## src/hfs_pkg.sv

```systemverilog
// Constants, field layout and state type of the HDLC status and receive block.
// Assumes a 32-bit classic Wishbone bus with 16-bit registers in the low half.
package hfs_pkg;

    // ----------------------------------------------------------------------
    // Register indices (byte address is four times the index)
    // ----------------------------------------------------------------------
    localparam logic [7:0] IDX_TX_LIVE = 8'hA4;
    localparam logic [7:0] IDX_TX_LAT = 8'hA6;
    localparam logic [7:0] IDX_TX_EN = 8'hA8;
    localparam logic [7:0] IDX_RX_CTRL = 8'hB0;
    localparam logic [7:0] IDX_RX_LIVE = 8'hB4;
    localparam logic [7:0] IDX_RX_LAT = 8'hB6;
    localparam logic [7:0] IDX_RX_EN = 8'hB8;
    localparam logic [7:0] IDX_RX_DATA = 8'hBC;
    localparam logic [7:0] IDX_GATE = 8'hF0;

    // ----------------------------------------------------------------------
    // Field positions
    // ----------------------------------------------------------------------
    localparam int TX_OVF = 5;
    localparam int TX_UND = 4;
    localparam int TX_PEND = 3;
    localparam int TX_FULL = 2;
    localparam int TX_EMPTY = 1;
    localparam int TX_SPACE = 0;
    localparam int RX_OVF = 7;
    localparam int RX_PEND = 4;
    localparam int RX_PSTART = 3;
    localparam int RX_FULL = 2;
    localparam int RX_EMPTY = 1;
    localparam int RX_AVAIL = 0;
    localparam int CTL_THR_LSB = 8;
    localparam int CTL_SWAP = 3;
    localparam int CTL_INV = 2;
    localparam int CTL_NOFCS = 1;
    localparam int CTL_CLR = 0;
    localparam logic [15:0] TX_EVT_MASK = 16'h003F;
    localparam logic [15:0] RX_EVT_MASK = 16'h009D;

    // ----------------------------------------------------------------------
    // Reset values
    // ----------------------------------------------------------------------
    localparam logic [15:0] EN_RST = 16'h0000;
    localparam logic [4:0] THR_RST = 5'h08;

    // ----------------------------------------------------------------------
    // Packet status codes and framing constants
    // ----------------------------------------------------------------------
    localparam logic [2:0] PS_MID = 3'h0;
    localparam logic [2:0] PS_START = 3'h1;
    localparam logic [2:0] PS_GOOD = 3'h4;
    localparam logic [2:0] PS_FCS = 3'h5;
    localparam logic [2:0] PS_INVALID = 3'h6;
    localparam logic [2:0] PS_ABORT = 3'h7;
    localparam logic [15:0] CRC_INIT = 16'hFFFF;
    localparam logic [15:0] CRC_GOOD = 16'hF0B8;
    localparam logic [15:0] CRC_POLY = 16'h8408;
    localparam logic [2:0] STUFF_ONES = 3'h5;
    localparam logic [2:0] FLAG_ONES = 3'h6;
    localparam logic [2:0] FLAG_BITS = 3'h7;

    // ----------------------------------------------------------------------
    // Timing
    // ----------------------------------------------------------------------
    localparam int CLK_PERIOD_PS = 5000;
    localparam int PWRUP_NS = 100;
    localparam int PWRUP_CYC = (PWRUP_NS * 1000 + CLK_PERIOD_PS - 1) / CLK_PERIOD_PS;

    typedef enum logic [1:0] {RX_OFF, RX_WAKE, RX_HUNT, RX_FRAME} hfs_rx_state_t;

endpackage

```

## src/hfs_ctrl.sv

```systemverilog
// HDLC status, interrupt and receive control with receive deframer and FIFO.
// Assumes transmit events and the receive bit stream come from logic on ref_clk_in.
`timescale 1ns/1ps
module hfs_ctrl
    import hfs_pkg::*;
#(
    parameter int DEPTH = 256,
    parameter int AW = 8
) (
    input wire logic ref_clk_in,
    input wire logic resetn_in,
    input wire logic wb_cyc_in,
    input wire logic wb_stb_in,
    input wire logic wb_we_in,
    input wire logic [9:0] wb_adr_in,
    input wire logic [3:0] wb_sel_in,
    input wire logic [31:0] wb_dat_in,
    input wire logic tx_overflow_in,
    input wire logic tx_underflow_in,
    input wire logic tx_packet_end_in,
    input wire logic tx_fifo_empty_live_in,
    input wire logic tx_space_avail_live_in,
    input wire logic tx_fifo_full_live_in,
    input wire logic tx_fifo_clear_in,
    input wire logic rx_bit_in,
    input wire logic rx_bit_en_in,
    output logic [31:0] wb_dat_out,
    output logic wb_ack_out,
    output logic irq_out,
    output logic rx_fifo_power_down_out
);

    function automatic logic [15:0] crc_byte(input logic [15:0] c, input logic [7:0] d);
        logic [15:0] r;
        r = c;
        for (int i = 0; i < 8; i++) begin
            r = (r[0] ^ d[i]) ? ((r >> 1) ^ CRC_POLY) : (r >> 1);
        end
        return r;
    endfunction

    function automatic logic [7:0] rev8(input logic [7:0] d);
        logic [7:0] r;
        for (int i = 0; i < 8; i++) begin
            r[i] = d[7 - i];
        end
        return r;
    endfunction

    // ----------------------------------------------------------------------
    // Bus decode
    // ----------------------------------------------------------------------
    logic bus_req;
    logic wr;
    logic rd;
    logic [7:0] idx;
    logic [15:0] wdat;
    logic [15:0] bmask;
    assign bus_req = wb_cyc_in & wb_stb_in & ~wb_ack_out;
    assign wr = bus_req & wb_we_in;
    assign rd = bus_req & ~wb_we_in;
    assign idx = wb_adr_in[9:2];
    assign bmask = {{8{wb_sel_in[1]}}, {8{wb_sel_in[0]}}};
    assign wdat = wb_dat_in[15:0] & bmask;

    logic [15:0] tx_lat_q;
    logic [15:0] tx_en_q;
    logic [15:0] rx_lat_q;
    logic [15:0] rx_en_q;
    logic [15:0] ctrl_q;
    logic gate_q;
    logic [15:0] rdata;
    logic clr;
    logic [4:0] thr;
    assign clr = ctrl_q[CTL_CLR];
    assign thr = ctrl_q[CTL_THR_LSB +: 5];

    // ----------------------------------------------------------------------
    // Receive FIFO
    // ----------------------------------------------------------------------
    logic [10:0] mem [DEPTH];
    logic [AW-1:0] wp_q;
    logic [AW-1:0] rp_q;
    logic [AW:0] cnt_q;
    logic rx_empty;
    logic rx_full;
    logic push;
    logic pop;
    logic wr_q;
    logic [10:0] wword_q;
    logic pstart_q;
    logic pend_q;
    logic avail_q;
    assign rx_empty = (cnt_q == '0);
    assign rx_full = (cnt_q == (AW + 1)'(DEPTH));
    assign push = wr_q & ~rx_full & ~clr;
    assign pop = rd & (idx == IDX_RX_DATA) & wb_sel_in[1] & ~rx_empty & ~clr;

    always_ff @(posedge ref_clk_in) begin
        if (push) begin
            mem[wp_q] <= wword_q;
        end
    end

    always_ff @(posedge ref_clk_in) begin
        if (!resetn_in || clr) begin
            wp_q <= '0;
            rp_q <= '0;
            cnt_q <= '0;
        end else begin
            wp_q <= wp_q + AW'(push);
            rp_q <= rp_q + AW'(pop);
            cnt_q <= cnt_q + (AW + 1)'(push) - (AW + 1)'(pop);
        end
    end

    always_ff @(posedge ref_clk_in) begin
        if (!resetn_in) begin
            avail_q <= 1'b0;
        end else begin
            avail_q <= ~clr && (cnt_q >= (AW + 1)'({thr, 3'h0}));
        end
    end

    // ----------------------------------------------------------------------
    // Receive deframer
    // ----------------------------------------------------------------------
    hfs_rx_state_t st_q;
    logic [2:0] ones_q;
    logic [2:0] bits_q;
    logic [7:0] sr_q;
    logic [15:0] crc_q;
    logic [7:0] hold_q;
    logic hold_v_q;
    logic hold_first_q;
    logic first_q;
    logic [15:0] pwr_q;
    logic b;
    logic data_bit;
    logic [7:0] sr_nxt;
    logic [2:0] end_st;
    assign b = rx_bit_in ^ ctrl_q[CTL_INV];
    assign data_bit = (st_q == RX_FRAME) && (b ? (ones_q < FLAG_ONES) : (ones_q < STUFF_ONES));
    assign sr_nxt = {b, sr_q[7:1]};
    always_comb begin
        if (bits_q != FLAG_BITS) begin
            end_st = PS_INVALID;
        end else if (!ctrl_q[CTL_NOFCS] && crc_q != CRC_GOOD) begin
            end_st = PS_FCS;
        end else begin
            end_st = PS_GOOD;
        end
    end

    always_ff @(posedge ref_clk_in) begin
        if (!resetn_in) begin
            st_q <= RX_OFF;
            ones_q <= '0;
            bits_q <= '0;
            sr_q <= '0;
            crc_q <= CRC_INIT;
            hold_q <= '0;
            hold_v_q <= 1'b0;
            hold_first_q <= 1'b0;
            first_q <= 1'b0;
            pwr_q <= '0;
            wr_q <= 1'b0;
            wword_q <= '0;
            pstart_q <= 1'b0;
            pend_q <= 1'b0;
        end else begin
            wr_q <= 1'b0;
            pend_q <= 1'b0;
            if (clr) begin
                st_q <= RX_OFF;
                hold_v_q <= 1'b0;
            end else begin
                case (st_q)
                    RX_OFF: begin
                        pwr_q <= '0;
                        st_q <= RX_WAKE;
                    end
                    RX_WAKE: begin
                        pwr_q <= pwr_q + 16'h0001;
                        if (pwr_q >= 16'(PWRUP_CYC - 1)) begin
                            ones_q <= '0;
                            st_q <= RX_HUNT;
                        end
                    end
                    RX_HUNT, RX_FRAME: begin
                        if (rx_bit_en_in) begin
                            if (b) begin
                                ones_q <= (ones_q == 3'h7) ? ones_q : ones_q + 3'h1;
                                if (ones_q == FLAG_ONES) begin
                                    if (st_q == RX_FRAME && hold_v_q) begin
                                        wr_q <= 1'b1;
                                        wword_q <= {hold_q, PS_ABORT};
                                        pstart_q <= hold_first_q;
                                        pend_q <= 1'b1;
                                    end
                                    hold_v_q <= 1'b0;
                                    st_q <= RX_HUNT;
                                end
                            end else begin
                                ones_q <= '0;
                                if (ones_q == FLAG_ONES) begin
                                    if (st_q == RX_FRAME && hold_v_q) begin
                                        wr_q <= 1'b1;
                                        wword_q <= {hold_q, end_st};
                                        pstart_q <= hold_first_q;
                                        pend_q <= 1'b1;
                                    end
                                    hold_v_q <= 1'b0;
                                    st_q <= RX_FRAME;
                                    bits_q <= '0;
                                    crc_q <= CRC_INIT;
                                    first_q <= 1'b1;
                                end
                            end
                            if (data_bit) begin
                                sr_q <= sr_nxt;
                                bits_q <= bits_q + 3'h1;
                                if (bits_q == 3'h7) begin
                                    crc_q <= crc_byte(crc_q, sr_nxt);
                                    if (hold_v_q) begin
                                        wr_q <= 1'b1;
                                        wword_q <= {hold_q, hold_first_q ? PS_START : PS_MID};
                                        pstart_q <= hold_first_q;
                                    end
                                    hold_q <= ctrl_q[CTL_SWAP] ? rev8(sr_nxt) : sr_nxt;
                                    hold_v_q <= 1'b1;
                                    hold_first_q <= first_q;
                                    first_q <= 1'b0;
                                end
                            end
                        end
                    end
                    default: st_q <= RX_OFF;
                endcase
            end
        end
    end

    // ----------------------------------------------------------------------
    // Event edges
    // ----------------------------------------------------------------------
    logic tx_empty_p_q;
    logic tx_space_p_q;
    logic tx_full_p_q;
    logic tx_clr_p_q;
    logic rx_full_p_q;
    logic rx_avail_p_q;
    logic [15:0] tx_set;
    logic [15:0] rx_set;
    // Input history runs through reset, so a level high at release is no edge
    always_ff @(posedge ref_clk_in) begin
        tx_empty_p_q <= tx_fifo_empty_live_in;
        tx_space_p_q <= tx_space_avail_live_in;
        tx_full_p_q <= tx_fifo_full_live_in;
        tx_clr_p_q <= tx_fifo_clear_in;
    end

    always_ff @(posedge ref_clk_in) begin
        if (!resetn_in) begin
            rx_full_p_q <= 1'b0;
            rx_avail_p_q <= 1'b0;
        end else begin
            rx_full_p_q <= rx_full;
            rx_avail_p_q <= avail_q;
        end
    end

    always_comb begin
        tx_set = '0;
        tx_set[TX_OVF] = tx_overflow_in;
        tx_set[TX_UND] = tx_underflow_in;
        tx_set[TX_PEND] = tx_packet_end_in;
        tx_set[TX_FULL] = tx_fifo_full_live_in & ~tx_full_p_q;
        tx_set[TX_EMPTY] = (tx_fifo_empty_live_in & ~tx_empty_p_q) | (tx_clr_p_q & ~tx_fifo_clear_in);
        tx_set[TX_SPACE] = (tx_space_avail_live_in & ~tx_space_p_q) | (tx_clr_p_q & ~tx_fifo_clear_in);
        rx_set = '0;
        rx_set[RX_OVF] = wr_q & rx_full & ~clr;
        rx_set[RX_PEND] = push & pend_q;
        rx_set[RX_PSTART] = push & pstart_q;
        rx_set[RX_FULL] = rx_full & ~rx_full_p_q;
        rx_set[RX_AVAIL] = avail_q & ~rx_avail_p_q;
    end

    // ----------------------------------------------------------------------
    // Registers
    // ----------------------------------------------------------------------
    always_ff @(posedge ref_clk_in) begin
        if (!resetn_in) begin
            tx_lat_q <= '0;
            rx_lat_q <= '0;
        end else begin
            tx_lat_q <= ((tx_lat_q & ~((wr && idx == IDX_TX_LAT) ? wdat : 16'h0000)) | tx_set)
                & TX_EVT_MASK;
            rx_lat_q <= ((rx_lat_q & ~((wr && idx == IDX_RX_LAT) ? wdat : 16'h0000)) | rx_set)
                & RX_EVT_MASK;
        end
    end

    always_ff @(posedge ref_clk_in) begin
        if (!resetn_in) begin
            tx_en_q <= EN_RST;
            rx_en_q <= EN_RST;
            ctrl_q <= {3'h0, THR_RST, 8'h00};
            gate_q <= 1'b0;
        end else if (wr) begin
            if (idx == IDX_TX_EN) begin
                tx_en_q <= ((tx_en_q & ~bmask) | wdat) & TX_EVT_MASK;
            end
            if (idx == IDX_RX_EN) begin
                rx_en_q <= ((rx_en_q & ~bmask) | wdat) & RX_EVT_MASK;
            end
            if (idx == IDX_RX_CTRL) begin
                ctrl_q <= ((ctrl_q & ~bmask) | wdat) & 16'h1F0F;
            end
            if (idx == IDX_GATE && wb_sel_in[0]) begin
                gate_q <= wb_dat_in[0];
            end
        end
    end

    always_comb begin
        case (idx)
            IDX_TX_LIVE: rdata = {13'h0, tx_fifo_full_live_in, tx_fifo_empty_live_in,
                tx_space_avail_live_in};
            IDX_TX_LAT: rdata = tx_lat_q;
            IDX_TX_EN: rdata = tx_en_q;
            IDX_RX_CTRL: rdata = ctrl_q;
            IDX_RX_LIVE: rdata = {13'h0, rx_full, rx_empty, avail_q};
            IDX_RX_LAT: rdata = rx_lat_q;
            IDX_RX_EN: rdata = rx_en_q;
            IDX_RX_DATA: rdata = rx_empty ? 16'h0000 : {mem[rp_q][10:3], 4'h0, mem[rp_q][2:0], 1'b1};
            IDX_GATE: rdata = {15'h0, gate_q};
            default: rdata = 16'h0000;
        endcase
    end

    always_ff @(posedge ref_clk_in) begin
        if (!resetn_in) begin
            wb_ack_out <= 1'b0;
            wb_dat_out <= '0;
            irq_out <= 1'b0;
            rx_fifo_power_down_out <= 1'b0;
        end else begin
            wb_ack_out <= bus_req;
            wb_dat_out <= rd ? {16'h0000, rdata} : 32'h0000_0000;
            irq_out <= gate_q & (|(tx_lat_q & tx_en_q) | |(rx_lat_q & rx_en_q));
            rx_fifo_power_down_out <= clr;
        end
    end

    // ----------------------------------------------------------------------
    // Checks
    // ----------------------------------------------------------------------
    tx_overflow_a: assert property (@(posedge ref_clk_in) disable iff (!resetn_in)
        tx_overflow_in |=> tx_lat_q[TX_OVF]) else $error("overflow flag not set");
    tx_pkt_end_a: assert property (@(posedge ref_clk_in) disable iff (!resetn_in)
        tx_packet_end_in |=> tx_lat_q[TX_PEND]) else $error("packet end flag not set");
    tx_empty_a: assert property (@(posedge ref_clk_in) disable iff (!resetn_in)
        $rose(tx_fifo_empty_live_in) |=> tx_lat_q[TX_EMPTY]) else $error("empty flag missed");
    tx_clear_a: assert property (@(posedge ref_clk_in) disable iff (!resetn_in)
        $fell(tx_fifo_clear_in) |=> tx_lat_q[TX_EMPTY] && tx_lat_q[TX_SPACE])
        else $error("clear release flags missed");
    irq_gate_a: assert property (@(posedge ref_clk_in) disable iff (!resetn_in)
        irq_out |-> $past(gate_q)) else $error("interrupt without port gate");
    irq_full_a: assert property (@(posedge ref_clk_in) disable iff (!resetn_in)
        tx_lat_q[TX_FULL] && tx_en_q[TX_FULL] && gate_q |=> irq_out)
        else $error("full interrupt not raised");
    rx_avail_a: assert property (@(posedge ref_clk_in) disable iff (!resetn_in)
        ##1 avail_q == (!$past(clr) && $past(cnt_q) >= (AW + 1)'({$past(thr), 3'h0})))
        else $error("data available level wrong");
    rx_flush_a: assert property (@(posedge ref_clk_in) disable iff (!resetn_in)
        clr |=> cnt_q == '0 && !avail_q && rx_fifo_power_down_out)
        else $error("clear did not flush");
    rx_empty_a: assert property (@(posedge ref_clk_in) disable iff (!resetn_in)
        rd && idx == IDX_RX_LIVE |=> wb_ack_out && wb_dat_out[RX_EMPTY] == ($past(cnt_q) == '0))
        else $error("empty flag wrong");

endmodule

```

## config.mk

```make
export PLATFORM = sky130hd
export DESIGN_NAME = hfs_ctrl
export DESIGN_NICKNAME = d
export VERILOG_FILES = /design/src/hfs_pkg.sv /design/src/hfs_ctrl.sv
export SDC_FILE = /design/constraint.sdc
export NUM_CORES = 2
export LEC_CHECK = 0
export BUFFER_PORTS_ARGS = -buffer_cell sky130_fd_sc_hd__buf_2
export CELL_PAD_IN_SITES_DETAIL_PLACEMENT = 0
export CELL_PAD_IN_SITES_GLOBAL_PLACEMENT = 2
export CORE_UTILIZATION = 40
export CTS_CLUSTER_DIAMETER = 80
export CTS_CLUSTER_SIZE = 40
export DETAILED_ROUTE_END_ITERATION = 10
export GPL_TIMING_DRIVEN = 0
export HOLD_SLACK_MARGIN = 0.15
export PLACE_DENSITY_LB_ADDON = 0.1
export REMOVE_ABC_BUFFERS = 1
export SLEW_MARGIN = 30
export SYNTH_ARGS = -nofsm -noshare
export SYNTH_HDL_FRONTEND = slang
export SYNTH_SLANG_ARGS = --single-unit
```

## constraint.sdc

```tcl
create_clock -name ref_clk_in -period 9.12 [get_ports ref_clk_in]
set_clock_uncertainty 0.15 [all_clocks]
set_input_delay 1.368 -clock ref_clk_in [delete_from_list [all_inputs] [get_ports ref_clk_in]]
set_output_delay 1.368 -clock ref_clk_in [all_outputs]
set_load 0.02 [all_outputs]
```

Word level (Yosys, flattened, before mapping)
Memories as Yosys holds them, arrays and structs flattened. A register that Yosys moved wholly into a read port is not among the register bits. Cells that the tools add are included.

Memories kept: 1. Memory bits (read-only): 0. Memory bits (writable): 2816. Logic and storage cells: 238. Output and inout port bits: 35. Bits in latches: 0. Register bits: 172.

Magnitude comparators: 4. Reduce and logical (&&, ||, !) cells: 33. Multiplexer cells: 64. Divide/modulo/power cells: 0. Bitwise operators: 71. Add/sub/neg operators: 7. $mul: 0. Equality and inequality tests: 23. Shifts and indexed selects: 0.

Memory list: mem (depth 256, bits a word 11, rd ports 1, clocked after Yosys merged registers in 1, write ports 1, line hfs_ctrl.sv:81) `logic [10:0] mem [DEPTH];`.

Operator list (number): $mux W16 (13); $pmux W16 S9 (1); $mux W11 (8); $eq A8 B8 Y1 const B (9); $pmux W16 S2 (1); $reduce_or A16 Y1 (2); $and A13 B13 Y13 (2); $and A8 B8 Y8 (3); $mux W3 (8); $mux W8 (3); $not A2 Y3 (8); $mux W1 (22); $and A1 B1 Y1 (21); $and A6 B6 Y6 (3); $add A16 B1 Y16 const B (1); $add A8 B1 Y8 (2); $ge A16 B5 Y1 const B (1); $ne A16 B16 Y1 const B (1); $or A8 B8 Y8 (2); $reduce_and A5 Y1 (3); $not A1 Y1 (14); $reduce_and A2 Y1 (7); $not A13 Y13 (1); $or A13 B13 Y13 (1); other kinds (31) (65).

Depth between registers and ports, before layout
Depth after elaboration: 18. Depth in mapped cells: 17. Depth with buffers taken out: 17.

Least setup slack after synthesis
No wires, ideal clock.

Path type: input-to-reg. From: input wb_adr_in[2]. To: register cnt_q[7]. Stages on the path: 15. Path slack: 4.541 ns. Path buffers: 1. Data arrival time: 4.354 ns. Path through: nand4bb_1 -> or2_2 -> clkbuf_1 -> nor3_1 -> nor4b_1 -> ha_1 -> inv_1 -> ha_1 -> a21o_1 -> a21oi_1 -> o21bai_1 -> a21oi_1 -> o21bai_1 -> a2111o_1 -> o21ai_0.

Word-level cells in the longest chain between the ends: 6.

RTL lines: from (decl) (line hfs_ctrl.sv:15) `input wire logic [9:0] wb_adr_in,`; $eq A8 B8 Y1 (line hfs_ctrl.sv:97) `assign pop = rd & (idx == IDX_RX_DATA) & wb_sel_in[1] & ~rx_empty & ~clr;`; $and A1 B1 Y1 (4 in series) (line hfs_ctrl.sv:97); $sub A9 B1 Y9 (line hfs_ctrl.sv:113) `cnt_q <= cnt_q + (AW + 1)'(push) - (AW + 1)'(pop);`; to (signal assigned) (line hfs_ctrl.sv:113); to (decl) (line hfs_ctrl.sv:84) `logic [AW:0] cnt_q;`.

Every way passes these cells. A chain may end at the register's enable or synchronous reset.

==> flow_summary_export.csv <==
group,metric,value,unit
status,status,"complete, no violations",
cts,clock_path_buffers,4,
worst_setup_path,critPathKind,"flop to flop",
timing,finalMaxSlewViolations,0,
timing,fmax,0.186,GHz
global_routing,grt_antenna_before_repair,15,
routing,ant_nets,0,
cts,cts_tree,"built",
floorplanning,die_w,539,um
floorplanning,start_util,40.4,%
cts,root_buffer,"clkbuf_16",
pwr,seqPwrFrac,62.9,%
global_routing,grt_pass1_vias,56700,
run,cap_violations,0,
min_path,hold_path.class,"flop to flop",
finish,layout-drive-gt1-share,26.6,%
worst_setup_path,cp-start-kind,"flop",
min_path,min_from,"hold_q[7]",
worst_setup_path,crit_path_cell_trace,"buf_16 -> buf_12 -> buf_12 -> mux4_2 -> a22o_1 -> a221oi_1 -> buf_2 -> o22ai_1 -> or4_1 -> a31oi_1 -> o21ai_1",
pwr,p_leak,0.0319,uW
routing,drc,0,
timing,layout_min_cycle_time,5.37,ns
worst_setup_path,cp-startpoint,"rp_q[0]",
routing,first_pass_iters,7,
synthesis,yosysTopAreaCellShare,73.2,%
worst_setup_path,slowest_delay,0.79,ns
timing,setup_ws,3.75,ns
pwr,switchingPower,5070,uW
synthesis,synthTopCellsByArea,"edfxtp_1 (73%), mux4_2 (14%), dfxtp_1 (2.7%)",
synthesis,ys_ff_latch,2970,
cts,cts_sinks,2970,
timing,worstMarginPinSlew,1.01,ns
pwr,power,23400,uW
finish,stdcell_area,129000,um^2
placed_design,place_hpwl,220000,um
pwr,clock_power_share,36.5,%
worst_setup_path,cp_slowest_cell,"a31oi_1",
synthesis,async_reset_ff_share,0,%
timing,slew_headroom,32.8,%
global_routing,grt_pass1_wl,464000,um
cts,path_clk_slew,0.11,ns
pwr,cellPowerDensity,181,nW/um^2
worst_setup_path,worst_path_most_repeated_cell,"buf_12",
worst_setup_path,critical_path_arrival,5.88,ns
worst_setup_path,r2r_start,"rp_q[0]",
global_routing,grt_overflow,0,
floorplanning,rows,196,
pwr,vdd_drop_max,0.150,mV
worst_setup_path,path_delay_family,"compound AO/OA/AOI/OAI gates",
finish,final_common_cell,"edfxtp_1",
cts,post-cts-setup-buffer-count,0,
synthesis,syn_area,116000,um^2
floorplanning,die_y,539,um
synthesis,synth.avg_cell_area,20.4,um^2
worst_setup_path,path_max_fanout,28,
routing,drt_wl_total,332000,um
floorplanning,fp.coreArea,286000,um^2
timing,setup_viol,0,
finish,fillerInstances,24100,
floorplanning,dieArea,291000,um^2
placed_design,pre_cts_ws,2.89,ns
pwr,swShare,21.7,%
worst_setup_path,cp_num_buf_inv,4,
cts,post_cts_resized,0,
timing,final_hold_viol_count,0,
worst_setup_path,crit_required,9.64,ns
finish,area_growth,11.8,%
floorplanning,design.portCount,95,
synthesis,ys.flop_type,"edfxtp_1",
routing,avgViaCountPerCell,5.85,
synthesis,ys_seq_area_share,75.9,%
routing,vias,56200,
timing,post-route-period-util,58.8,%
routing,routedWlPerCell,34.6,um
cts,numCtsBuffers,148,
finish,final_cell_mix,"edfxtp_1 (2816), mux4_2 (704), nor2_2 (258)",
cts,cts_htree_levels,4,
pwr,comb_power_share,0.6,%
pwr,p_int,18300,uW
timing,tns,0,ns
routing,drt_iter0_drc,6237,
cts,clk_latency,0.89,ns
timing,rsz0062_at_grt,"no",
synthesis,yosysUniqueCellTypes,80,
placed_design,place_congestion,0.759,
worst_setup_path,critPathCaptureType,"flop",
placed_design,portBuffers,53,
synthesis,synth_edf_count,2816,
synthesis,yosysTopAreaCell,"edfxtp_1",
global_routing,grt_max_degree,70,
synthesis,syn_inst,5658,
cts,ctsHoldBuffers,0,
synthesis,yosysWarnings,0,
global_routing,grtUsageTotal,22.7,%
placed_design,postPlaceCellArea,124000,um^2
finish,finalNetCount,5803,
==> power by group through the flow <==
stage	Sequential (uW)	Combinational (uW)	Clock (uW)
finish	14700	143	8540
global route	14700	159	9140
CTS	14700	146	8740
detailed placement	15000	145	0
global placement	15100	101	0
floorplan	15100	62.7	0
==> cells in the mapped netlist, types with 27 or more instances <==
| library cell | number |
|---|---|
| o22ai_1 | 41 |
| inv_1 | 31 |
| a21oi_1 | 116 |
| clkbuf_1 | 146 |
| dfxtp_1 | 154 |
| nor2_1 | 375 |
| buf_4 | 56 |
| nand3_1 | 70 |
| ha_1 | 27 |
| nand2_1 | 232 |
| edfxtp_1 | 2816 |
| buf_2 | 78 |
| a221oi_1 | 45 |
| xnor2_1 | 30 |
| mux4_2 | 704 |
| a22oi_1 | 61 |
| o21ai_0 | 51 |
| mux2i_1 | 234 |
==> sequential cells by signal (all words and copies together), names as in the netlist, 9 cells and up, named ones only <==
register and cells:
cnt_q 9, crc_q 16, mem 2816, pwr_q 16, wb_dat_out 15, wword_q 11
==> through the flow <==
stage	hold WS (ns)	instances	util [%]
6_report	0.316	9596	45.1
5_1_grt	0.350	9595	45.1
4_1_cts	0.321	9594	45.1
3_5_place_dp	0.301	9327	43.2
3_3_place_gp	0.298	9151	41.5
2_1_floorplan	0.281	5336	-
==> final timing paths <==
kind	endpoint	slack [ns]	cells past startpoint
min	hold_q[7]	0.32	2
min reg2reg	hold_q[7]	0.32	2
max	wb_dat_out[3]	3.75	11
max reg2reg	wb_dat_out[3]	3.75	11
==> cells by family after synthesis <==
group / synth area share [%]
AO/OA/AOI/OAI: 2.85
XOR/XNOR: 0.417
other: 0.00325
adder cells (fa/ha/maj): 0.310
AND/OR/NAND/NOR: 3.05
buffers and inverters: 1.71
multiplexers: 15.8
flip-flops: 75.9
==> cell type report <==
type                            count  area [um^2]  area share (%)
Clock inverter                    107         1550            1.20
Antenna cell                        2         5.00         0.00387
Sequential cell                  2970        87700            67.9
Inverter                           33          149           0.115
Tap cell                         3762         4710            3.64
Clock buffer                      160         3890            3.01
Multi-Input combinational cell   2333        27000            20.9
Timing Repair Buffer              229         4190            3.24
==> worst register-to-register path: stages (launching register included) <==
cell	delay, ns
dfxtp_4	0.71
buf_16	0.34
buf_12	0.26
buf_12	0.31
mux4_2	0.59
a22o_1	0.25
a221oi_1	0.27
buf_2	0.25
o22ai_1	0.18
or4_1	0.69
a31oi_1	0.79
o21ai_1	0.35
==> layer usage <==
layer / up-vias / routed length (um) / track usage, %
met4: 6 / 7260 / 4.71
met3: 290 / 14900 / 2.43
met5: - / 41 / 0
li1: 23300 / - / -
met2: 1417 / 162000 / 37.4
met1: 31100 / 148000 / 32.7
(Power assumes the default switching activity.)
